==> src/shared/gpc_pkg.sv <==
// Purpose: Constants and types for the general-purpose clock synthesiser control block
// Assumes: 40 MHz system clock mclk; registers reached over AXI4-Lite
// Notes:   Offsets are byte addresses of aligned 32-bit words
package gpc_pkg;
  // Register byte offsets
  localparam logic [7:0] OFF_CTRL   = 8'h00;  // Enable use, mode, phase
  localparam logic [7:0] OFF_MULT   = 8'h04;  // Feedback multiplier
  localparam logic [7:0] OFF_PRE    = 8'h08;  // Input prescaler
  localparam logic [7:0] OFF_DIVA   = 8'h0C;  // Core output a divider
  localparam logic [7:0] OFF_DIVB   = 8'h10;  // Core output b divider
  localparam logic [7:0] OFF_DIVC   = 8'h14;  // Core output c divider
  localparam logic [7:0] OFF_DIVX   = 8'h18;  // Board output divider
  localparam logic [7:0] OFF_DELAY  = 8'h1C;  // Fine delay per output
  localparam logic [7:0] OFF_STATUS = 8'h20;  // Lock and error status
  // Setting ranges
  localparam logic [7:0] CORE_MAX   = 8'hA0;  // 160
  localparam logic [7:0] SMALL_MAX  = 8'h10;  // 16
  // CTRL field positions
  localparam int CTRL_USE_GLB = 0;            // Respond to global enable
  localparam int CTRL_MODE_LO = 1;            // Mode field, 2 bits
  localparam int CTRL_MIRROR  = 3;            // Board output mirrors core b
  localparam int CTRL_PH_LO   = 4;            // Phase quadrant, 2 bits
  localparam int CTRL_PHFINE  = 6;            // Non-quadrant phase, 8 bits
  // Reset values
  localparam logic [31:0] CTRL_RST  = 32'h0000_0001;
  localparam logic [7:0]  DIV_RST   = 8'h01;
  localparam logic [3:0]  DELAY_RST = 4'h8;   // Code 8 = 0 ps
  // Timing
  localparam int CLK_PS        = 25000;       // Period in ps
  localparam int DLY_STEP_PS   = 250;         // Fine delay step
  localparam int PH_STEP_MIN_PS = 300;        // Finest non-quadrant phase resolution
  localparam int PH_STEP_MAX_PS = 1000;
  localparam int LOCK_CYCLES   = 64;          // Acquisition interval
  localparam int REF_TIMEOUT   = 8;           // mclk cycles without a reference edge
  // External output modes
  typedef enum logic [1:0] {
    GPC_NORMAL = 2'b00,
    GPC_ZDB    = 2'b01,
    GPC_EXTFB  = 2'b11
  } gpc_mode_t;
  // Lock state, Gray along the usual path
  typedef enum logic [1:0] {
    GPC_OFF  = 2'b00,
    GPC_ACQ  = 2'b01,
    GPC_LOCK = 2'b11
  } gpc_lock_t;
endpackage

==> src/rtl/gpc_clock_control.sv <==
// Purpose: Behavioural clock synthesiser control with AXI4-Lite register access
// Assumes: Reference clock sampled as a pin; outputs are toggling levels registered at mclk
// Notes:   Generated outputs toggle at ref*m/(n*div) when m <= n*div, else once per reference edge, in a rate-accumulator model
//
// Overview of operation
// - Multiplier and core dividers 1..160, others 1..16
// - Output rate is ref times m over n*div; model toggles at most once per ref edge
// - Three core outputs plus one board output
// - Locked outputs align to reference rising edge
// - One of up to four general synthesisers
// - Zero-delay mode aligns board pin, rejects shifts
// - External feedback aligns feedback, same shift bans
// - Normal mode board output may lag
// - One global phase; quadrants exact
// - Other shifts in 0.3 to 1.0 ns steps
// - Global phase needs integer frequency ratio
// - Per-output fine delay 250 ps, -2..+1.75 ns
// - Global enable high drives all outputs
// - Global enable low: outputs low, lock lost
// - Relock required after enable returns
// - Global enable use selectable per instance
// - Lock rises after acquisition, holds while valid
// - Lock falls when reference out of spec
// - Lock on a dedicated pin and in status bit 0
`timescale 1ns/1ps
module gpc_clock_control (
  // Clock and reset
  input  wire logic        mclk,
  input  wire logic        rst_n,
  // Pins
  input  wire logic        refClkPin,
  input  wire logic        synthGlobalEnablePin,
  // AXI4-Lite write address
  input  wire logic [7:0]  s_axi_awaddr,
  input  wire logic        s_axi_awvalid,
  output logic             s_axi_awready,
  // AXI4-Lite write data
  input  wire logic [31:0] s_axi_wdata,
  input  wire logic [3:0]  s_axi_wstrb,
  input  wire logic        s_axi_wvalid,
  output logic             s_axi_wready,
  // AXI4-Lite write response
  output logic [1:0]       s_axi_bresp,
  output logic             s_axi_bvalid,
  input  wire logic        s_axi_bready,
  // AXI4-Lite read
  input  wire logic [7:0]  s_axi_araddr,
  input  wire logic        s_axi_arvalid,
  output logic             s_axi_arready,
  output logic [31:0]      s_axi_rdata,
  output logic [1:0]       s_axi_rresp,
  output logic             s_axi_rvalid,
  input  wire logic        s_axi_rready,
  // Generated clocks and lock pin
  output logic             coreOutA,
  output logic             coreOutB,
  output logic             coreOutC,
  output logic             boardOut,
  output logic             lockPin
);
  // Lock counter width
  localparam int LW = $clog2(gpc_pkg::LOCK_CYCLES + 1);

  // All state in one struct
  typedef struct packed {
    logic [2:0]  refSync;      // Pin synchroniser plus edge history
    logic [2:0]  enSync;       // Enable synchroniser plus history
    logic [31:0] ctrl;
    logic [7:0]  mult;
    logic [7:0]  pre;
    logic [3:0][7:0] div;      // a, b, c, board
    logic [15:0] delay;        // Four 4-bit codes
    logic        cfgErr;       // Bad-setting flag, follows settings
    gpc_pkg::gpc_lock_t lockSt;
    logic [LW-1:0] lockCnt;
    logic [3:0]  refGap;       // Cycles since last reference edge
    logic [3:0][15:0] acc;     // Rate accumulators
    logic [3:0]  outQ;
    logic        lockQ;
    logic        awHeld;
    logic [7:0]  awAddr;
    logic        wHeld;
    logic [31:0] wData;
    logic [3:0]  wStrb;
    logic        bValid;
    logic [1:0]  bResp;
    logic        rValid;
    logic [31:0] rData;
    logic [1:0]  rResp;
  } gpc_state_t;

  gpc_state_t st;
  gpc_state_t next_st;

  // Derived combinational terms
  logic refRise;
  logic enActive;
  logic running;
  logic wrFire;
  logic rdFire;
  logic [31:0] wrMerged;
  logic [31:0] rdWord;
  logic [1:0]  rdResp;
  logic [1:0]  wrResp;
  logic        cfgBad;
  gpc_pkg::gpc_mode_t modeSel;

  // Settings range check
  function automatic logic inRange(input logic [7:0] v, input logic [7:0] hi);
    inRange = (v != 8'h00) && (v <= hi);
  endfunction

  // Register read mux and error decode
  always_comb begin
    rdWord = 32'h0000_0000;
    rdResp = 2'b00;
    unique case (s_axi_araddr)
      gpc_pkg::OFF_CTRL:   rdWord = st.ctrl;
      gpc_pkg::OFF_MULT:   rdWord = {24'h000000, st.mult};
      gpc_pkg::OFF_PRE:    rdWord = {24'h000000, st.pre};
      gpc_pkg::OFF_DIVA:   rdWord = {24'h000000, st.div[0]};
      gpc_pkg::OFF_DIVB:   rdWord = {24'h000000, st.div[1]};
      gpc_pkg::OFF_DIVC:   rdWord = {24'h000000, st.div[2]};
      gpc_pkg::OFF_DIVX:   rdWord = {24'h000000, st.div[3]};
      gpc_pkg::OFF_DELAY:  rdWord = {16'h0000, st.delay};
      gpc_pkg::OFF_STATUS: rdWord = {28'h0000000, st.cfgErr, st.lockSt == gpc_pkg::GPC_ACQ,
                                     enActive, st.lockQ};
      default:             rdResp = 2'b10;  // Unmapped: SLVERR
    endcase
  end

  // Write strobe merge against current word
  always_comb begin
    logic [31:0] cur;
    cur = 32'h0000_0000;
    unique case (st.awAddr)
      gpc_pkg::OFF_CTRL:  cur = st.ctrl;
      gpc_pkg::OFF_MULT:  cur = {24'h000000, st.mult};
      gpc_pkg::OFF_PRE:   cur = {24'h000000, st.pre};
      gpc_pkg::OFF_DIVA:  cur = {24'h000000, st.div[0]};
      gpc_pkg::OFF_DIVB:  cur = {24'h000000, st.div[1]};
      gpc_pkg::OFF_DIVC:  cur = {24'h000000, st.div[2]};
      gpc_pkg::OFF_DIVX:  cur = {24'h000000, st.div[3]};
      gpc_pkg::OFF_DELAY: cur = {16'h0000, st.delay};
      default:            cur = 32'h0000_0000;
    endcase
    for (int i = 0; i < 4; i++) begin
      wrMerged[i*8 +: 8] = st.wStrb[i] ? st.wData[i*8 +: 8] : cur[i*8 +: 8];
    end
  end

  // Shared control terms
  always_comb begin
    logic [15:0] ratio;  // n*div of one output
    ratio    = 16'h0000;
    refRise  = st.refSync[1] & ~st.refSync[2];          // Second stage against third
    // Instances not using the global pin ignore it
    enActive = st.ctrl[gpc_pkg::CTRL_USE_GLB] ? st.enSync[1] : 1'b1;
    running  = enActive && (st.lockSt == gpc_pkg::GPC_LOCK);
    wrFire   = st.awHeld && st.wHeld && !st.bValid;
    rdFire   = s_axi_arvalid && !st.rValid;
    modeSel  = gpc_pkg::gpc_mode_t'(st.ctrl[gpc_pkg::CTRL_MODE_LO +: 2]);
    // Setting checks: ranges, mode shift bans, integer-ratio phase
    cfgBad = !inRange(st.mult, gpc_pkg::CORE_MAX)
          || !inRange(st.pre, gpc_pkg::SMALL_MAX)
          || !inRange(st.div[0], gpc_pkg::CORE_MAX)
          || !inRange(st.div[1], gpc_pkg::CORE_MAX)
          || !inRange(st.div[2], gpc_pkg::CORE_MAX)
          || !inRange(st.div[3], gpc_pkg::SMALL_MAX);
    if (modeSel != gpc_pkg::GPC_NORMAL &&
        (st.ctrl[gpc_pkg::CTRL_PH_LO +: 2] != 2'b00 ||
         st.ctrl[gpc_pkg::CTRL_PHFINE +: 8] != 8'h00 ||
         st.delay != {4{gpc_pkg::DELAY_RST}})) begin
      cfgBad = 1'b1;
    end
    // Phase needs n*div a multiple of m, or m a multiple of n*div, on every output
    for (int i = 0; i < 4; i++) begin
      ratio = 16'(st.pre) * 16'(st.div[i]);
      if (st.ctrl[gpc_pkg::CTRL_PH_LO +: 10] != 10'h000 && st.mult != 8'h00 &&
          ratio != 16'h0000 && ratio % 16'(st.mult) != 16'h0000 &&
          16'(st.mult) % ratio != 16'h0000) begin
        cfgBad = 1'b1;
      end
    end
    wrResp = 2'b00;
    if (!(st.awAddr <= gpc_pkg::OFF_DELAY && st.awAddr[1:0] == 2'b00)) begin
      wrResp = 2'b10;
    end
  end

  // Next-state logic
  always_comb begin
    next_st = st;
    next_st.refSync = {st.refSync[1:0], refClkPin};
    next_st.enSync  = {st.enSync[1:0], synthGlobalEnablePin};

    // AXI write channels, taken in either order
    if (s_axi_awvalid && !st.awHeld) begin
      next_st.awHeld = 1'b1;
      next_st.awAddr = s_axi_awaddr;
    end
    if (s_axi_wvalid && !st.wHeld) begin
      next_st.wHeld = 1'b1;
      next_st.wData = s_axi_wdata;
      next_st.wStrb = s_axi_wstrb;
    end
    if (wrFire) begin
      next_st.awHeld = 1'b0;
      next_st.wHeld  = 1'b0;
      next_st.bValid = 1'b1;
      next_st.bResp  = wrResp;
      // Settings are frozen outside GPC_OFF (acquiring or locked); such writes are dropped
      if (wrResp == 2'b00 && st.lockSt == gpc_pkg::GPC_OFF) begin
        unique case (st.awAddr)
          gpc_pkg::OFF_CTRL:  next_st.ctrl   = {18'h00000, wrMerged[13:0]};
          gpc_pkg::OFF_MULT:  next_st.mult   = wrMerged[7:0];
          gpc_pkg::OFF_PRE:   next_st.pre    = wrMerged[7:0];
          gpc_pkg::OFF_DIVA:  next_st.div[0] = wrMerged[7:0];
          gpc_pkg::OFF_DIVB:  next_st.div[1] = wrMerged[7:0];
          gpc_pkg::OFF_DIVC:  next_st.div[2] = wrMerged[7:0];
          gpc_pkg::OFF_DIVX:  next_st.div[3] = wrMerged[7:0];
          default:            next_st.delay  = wrMerged[15:0];
        endcase
      end else if (wrResp == 2'b00) begin
        next_st.bResp = 2'b10;
      end
    end
    if (st.bValid && s_axi_bready) begin
      next_st.bValid = 1'b0;
    end
    if (rdFire) begin
      next_st.rValid = 1'b1;
      next_st.rData  = rdWord;
      next_st.rResp  = rdResp;
    end else if (st.rValid && s_axi_rready) begin
      next_st.rValid = 1'b0;
    end

    // Error flag is live: it follows the settings as they stand now
    next_st.cfgErr = cfgBad;

    // Reference watchdog: too long without an edge is out of spec
    if (refRise) begin
      next_st.refGap = 4'h0;
    end else if (st.refGap != 4'hF) begin
      next_st.refGap = st.refGap + 4'h1;
    end

    // Lock state machine
    unique case (st.lockSt)
      gpc_pkg::GPC_OFF: begin
        next_st.lockCnt = '0;
        if (enActive && !cfgBad) begin
          next_st.lockSt = gpc_pkg::GPC_ACQ;
        end
      end
      gpc_pkg::GPC_ACQ: begin
        if (!enActive || cfgBad || st.refGap >= 4'(gpc_pkg::REF_TIMEOUT)) begin
          next_st.lockSt = gpc_pkg::GPC_OFF;
        end else if (refRise) begin
          if (st.lockCnt == LW'(gpc_pkg::LOCK_CYCLES - 1)) begin
            next_st.lockSt = gpc_pkg::GPC_LOCK;
          end else begin
            next_st.lockCnt = st.lockCnt + LW'(1);
          end
        end
      end
      gpc_pkg::GPC_LOCK: begin
        if (!enActive || st.refGap >= 4'(gpc_pkg::REF_TIMEOUT)) begin
          next_st.lockSt = gpc_pkg::GPC_OFF;
        end
      end
      default: next_st.lockSt = gpc_pkg::GPC_OFF;
    endcase
    next_st.lockQ = (st.lockSt == gpc_pkg::GPC_LOCK) && enActive &&
                    st.refGap < 4'(gpc_pkg::REF_TIMEOUT);

    // Rate accumulators: add m per reference edge, wrap at n*div.
    // Restarting on lock makes every output start on a reference edge.
    for (int i = 0; i < 4; i++) begin
      logic [15:0] lim;
      lim = 16'(st.pre) * 16'(st.div[i]);
      if (!running) begin
        next_st.acc[i]  = 16'h0000;
        next_st.outQ[i] = 1'b0;
      end else if (refRise) begin
        if (st.acc[i] + 16'(st.mult) >= lim) begin
          next_st.acc[i]  = st.acc[i] + 16'(st.mult) - lim;
          next_st.outQ[i] = ~st.outQ[i];
        end else begin
          next_st.acc[i] = st.acc[i] + 16'(st.mult);
        end
      end
    end
    // Board output may mirror core output b
    if (running && st.ctrl[gpc_pkg::CTRL_MIRROR]) begin
      next_st.outQ[3] = next_st.outQ[1];
    end
  end

  // State register
  always_ff @(posedge mclk) begin
    if (!rst_n) begin
      st        <= '0;
      st.ctrl   <= gpc_pkg::CTRL_RST;
      st.mult   <= gpc_pkg::DIV_RST;
      st.pre    <= gpc_pkg::DIV_RST;
      st.div    <= {4{gpc_pkg::DIV_RST}};
      st.delay  <= {4{gpc_pkg::DELAY_RST}};
      st.lockSt <= gpc_pkg::GPC_OFF;
    end else begin
      st <= next_st;
    end
  end

  // Outputs straight from state flops
  assign s_axi_awready = !st.awHeld;
  assign s_axi_wready  = !st.wHeld;
  assign s_axi_bvalid  = st.bValid;
  assign s_axi_bresp   = st.bResp;
  assign s_axi_arready = !st.rValid;
  assign s_axi_rvalid  = st.rValid;
  assign s_axi_rdata   = st.rData;
  assign s_axi_rresp   = st.rResp;
  assign coreOutA      = st.outQ[0];
  assign coreOutB      = st.outQ[1];
  assign coreOutC      = st.outQ[2];
  assign boardOut      = st.outQ[3];
  assign lockPin       = st.lockQ;
endmodule

==> config.mk <==
export PLATFORM = sky130hd
export DESIGN_NAME = gpc_clock_control
export DESIGN_NICKNAME = d
export VERILOG_FILES = /design/src/shared/gpc_pkg.sv /design/src/rtl/gpc_clock_control.sv
export SDC_FILE = /design/constraint.sdc
export NUM_CORES = 2
export LEC_CHECK = 0
export BUFFER_PORTS_ARGS = -buffer_cell sky130_fd_sc_hd__buf_4
export CAP_MARGIN = 15
export CORE_ASPECT_RATIO = 1.4
export CORE_MARGIN = 2
export CORE_UTILIZATION = 28
export DETAILED_ROUTE_END_ITERATION = 8
export SLEW_MARGIN = 20
export SYNTH_ARGS = -nofsm -noshare
export SYNTH_HDL_FRONTEND = slang
export SYNTH_SLANG_ARGS = --single-unit
==> constraint.sdc <==
create_clock -name mclk -period 82 [get_ports mclk]
set_clock_uncertainty 0.1 [all_clocks]
set_input_delay 20.5 -clock mclk [delete_from_list [all_inputs] [get_ports mclk]]
set_output_delay 20.5 -clock mclk [all_outputs]
set_load 0.05 [all_outputs]
==> results.sh <==
export IMPL_status="finished with violations"
export IMPL_violations="max-slew violations"
export IMPL_yosys_cell_types_count=136
export IMPL_hold_ws_ps=334
export IMPL_drv_cap=0
export IMPL_grt_pass1_vias=68700
export IMPL_crit_type="reg -> reg"
export IMPL_layout_drive_gt1_share=0.0876
export IMPL_period_needed_ps=45790
export IMPL_grt_max_degree=102
export IMPL_crit_top_cell="o21a_1"
export IMPL_synth_edf_count=0
export IMPL_timing_final_crit_share=0.558
export IMPL_cts_root_buf="clkbuf_16"
export IMPL_setup_violations=0
export IMPL_synth_seq_cells=214
export IMPL_cts_hold_buf=0
export IMPL_dr_max_layer_used="met5"
export IMPL_start_kind="flop"
export IMPL_layout_commonest_cell="ha_1"
export IMPL_drcViolationCount=0
export IMPL_areaGrowthSynthToFinish_pct=7.90
export IMPL_clk_pin_slew_worst_paths_ps=60
export IMPL_cts_tree="yes"
export IMPL_vias_per_cell=5.47
export IMPL_worst_pin_slew_ps=3080
export IMPL_grt_ovfl_total=0
export IMPL_max_freq_mhz=21.8
export IMPL_portBuffers=70
export IMPL_clkLatencyLatePin_ps=610
export IMPL_fin_setup_tns_ps=0
export IMPL_post_dp_hpwl_mm=185
export IMPL_yosys_warnings=0
export IMPL_hold_depth=2
export IMPL_final_cell_mix="1185 x ha_1, 890 x nor2_1, 760 x nand2_1"
export IMPL_ant_nets=0
export IMPL_cts_sinks=214
export IMPL_vias=70800
export IMPL_seq_area_frac_synth=0.0599
export IMPL_wire_per_inst_um=18.0
export IMPL_antenna_found_initial=7
export IMPL_cp_arrival_ps=46250
export IMPL_met2_length_mm=115
export IMPL_finalWirelength_mm=233
export IMPL_post_cts_setup_buffers=0
export IMPL_syn_area_mm2=0.0715
export IMPL_drt_iter0_drc=3596
export IMPL_final_nets=11000
export IMPL_ff2ff_path_depth=184
export IMPL_synthArstFlopShare=0
export IMPL_coreArea_mm2=0.254
export IMPL_rsz0062_at_grt="false"
export IMPL_syn_inst=9638
export IMPL_ios=107
export IMPL_crit_path_top_delay_cell="dfxtp_1"
export IMPL_met3WireLength_mm=8.95
export IMPL_track_usage=0.173
export IMPL_dieArea_mm2=0.259
export IMPL_synth_flop_cell="dfxtp_1"
export IMPL_finalHoldViolCount=0
export IMPL_ctsResizeCount=0
export IMPL_cp_required_ps=82460
export IMPL_num_rows=219
export IMPL_hold_path_class="reg -> reg"
export IMPL_cts_buffers=27
export IMPL_wl_met1_mm=93.2
export IMPL_crit_fanout=25
export IMPL_drtPass1Iterations=7
export IMPL_worst_setup_path_end_kind="flop"
export IMPL_fp_dieW_um=431
export IMPL_start_util=0.281
export IMPL_clk_path_buf_depth=3
export IMPL_slowest_delay_ps=850
export IMPL_avgSynthCellArea_um2=7.42
export IMPL_htreeDepth=1
export IMPL_slew_violations=5
export IMPL_gp_congestion=0.908
export IMPL_die_y_um=602
export IMPL_relSlewSlack=-1.07
export IMPL_grt_pass1_wl_mm=368
## final timing paths
| path | from | slack, ps | to |
|---|---|---|---|
| worst min-delay path | st[163] | 330 | st[163] |
| worst min register to register | st[163] | 330 | st[163] |
| worst max-delay path | st[219] | 36210 | st[159] |
| worst max register to register | st[219] | 36210 | st[159] |
## critical path, delay by kind of cell (launching register included)
kind            cells  cell delay [ps]
buf+inv             5             1190
simple gates       34             7410
compound gates    120            27180
flops               1              850
mux                 5             1880
fa+ha+maj          20             6990
## flip-flops by register name, summed over array words and instances (netlist names)
| signal | count |
|---|---|
| coreOutB | 1 |
| coreOutC | 1 |
| s_axi_rresp | 1 |
| s_axi_bresp | 1 |
| next_st | 4 |
| coreOutA | 1 |
| s_axi_bvalid | 1 |
| boardOut | 1 |
| modeSel | 2 |
| st | 183 |
| lockPin | 1 |
| s_axi_rvalid | 1 |
| s_axi_rdata | 16 |
## per-stage QoR
stage / std cells / cell area (um^2) / worst slack, ps / util
CTS: 12900 / 77100 / 36500 / 0.303
global route: 12900 / 77100 / 32460 / 0.304
finish: 12900 / 77100 / 36210 / 0.304
global placement: 12900 / 76100 / 36990 / 0.300
detailed placement: 12900 / 76100 / 36640 / 0.300
floorplan: 9684 / 71600 / 41970 / -
## cell families after synthesis
kind of cell | share of synthesized area
AOI/OAI and AO/OA | 0.261
xor gates and xnor gates | 0.0578
adders and majority gates | 0.253
buffers and inverters | 0.0501
DFF | 0.0599
muxes | 0.0740
other | 0.0000525
and+or+nand+nor | 0.244
## layout make-up
type                       instances  area, um^2
antenna                            3        7.51
clock buffer                      31         711
clock inverter                    18         235
fill                           27500      177000
inverter                         551        2080
multi-input combinational       8583       64000
sequential                       214        4300
tap                             3315        4150
timing repair buffer             221        1680
## cells in the mapped netlist (27+ instances only)
cell,instances,share of area
a211oi_1,128,0.013
a21boi_0,131,0.014
a21o_1,267,0.028
a21oi_1,466,0.033
a221oi_1,27,0.0033
a22oi_1,75,0.0079
a31o_2,34,0.0042
a31oi_1,55,0.0048
and2_1,230,0.020
and3_1,52,0.0046
buf_4,41,0.0043
clkbuf_1,252,0.013
dfxtp_1,214,0.060
fa_1,160,0.045
ha_1,1185,0.21
inv_1,545,0.029
mux2_2,318,0.050
mux2i_1,153,0.021
nand2_1,760,0.040
nand2b_1,113,0.0099
nand3_1,200,0.014
nand4_1,141,0.012
nor2_1,893,0.047
nor2b_1,141,0.012
nor3_1,594,0.042
nor4_1,70,0.0061
o211a_1,28,0.0039
o211ai_1,77,0.0081
o21a_1,473,0.050
o21ai_0,431,0.030
o21ai_1,30,0.0021
o21bai_1,53,0.0056
o31ai_1,99,0.010
or2_2,75,0.0066
or3_1,106,0.0093
xnor2_1,291,0.036
xor2_1,179,0.022
## routing by layer
metal | track usage | vias up
li1 | - | 35400
met5 | 0 | -
met1 | 0.190 | 33400
met4 | 0.100 | 2
met2 | 0.319 | 1405
met3 | 0.0164 | 565
Power is not shown: default switching activity piles up to over one toggle a cycle in this logic, so the estimate is an artifact.
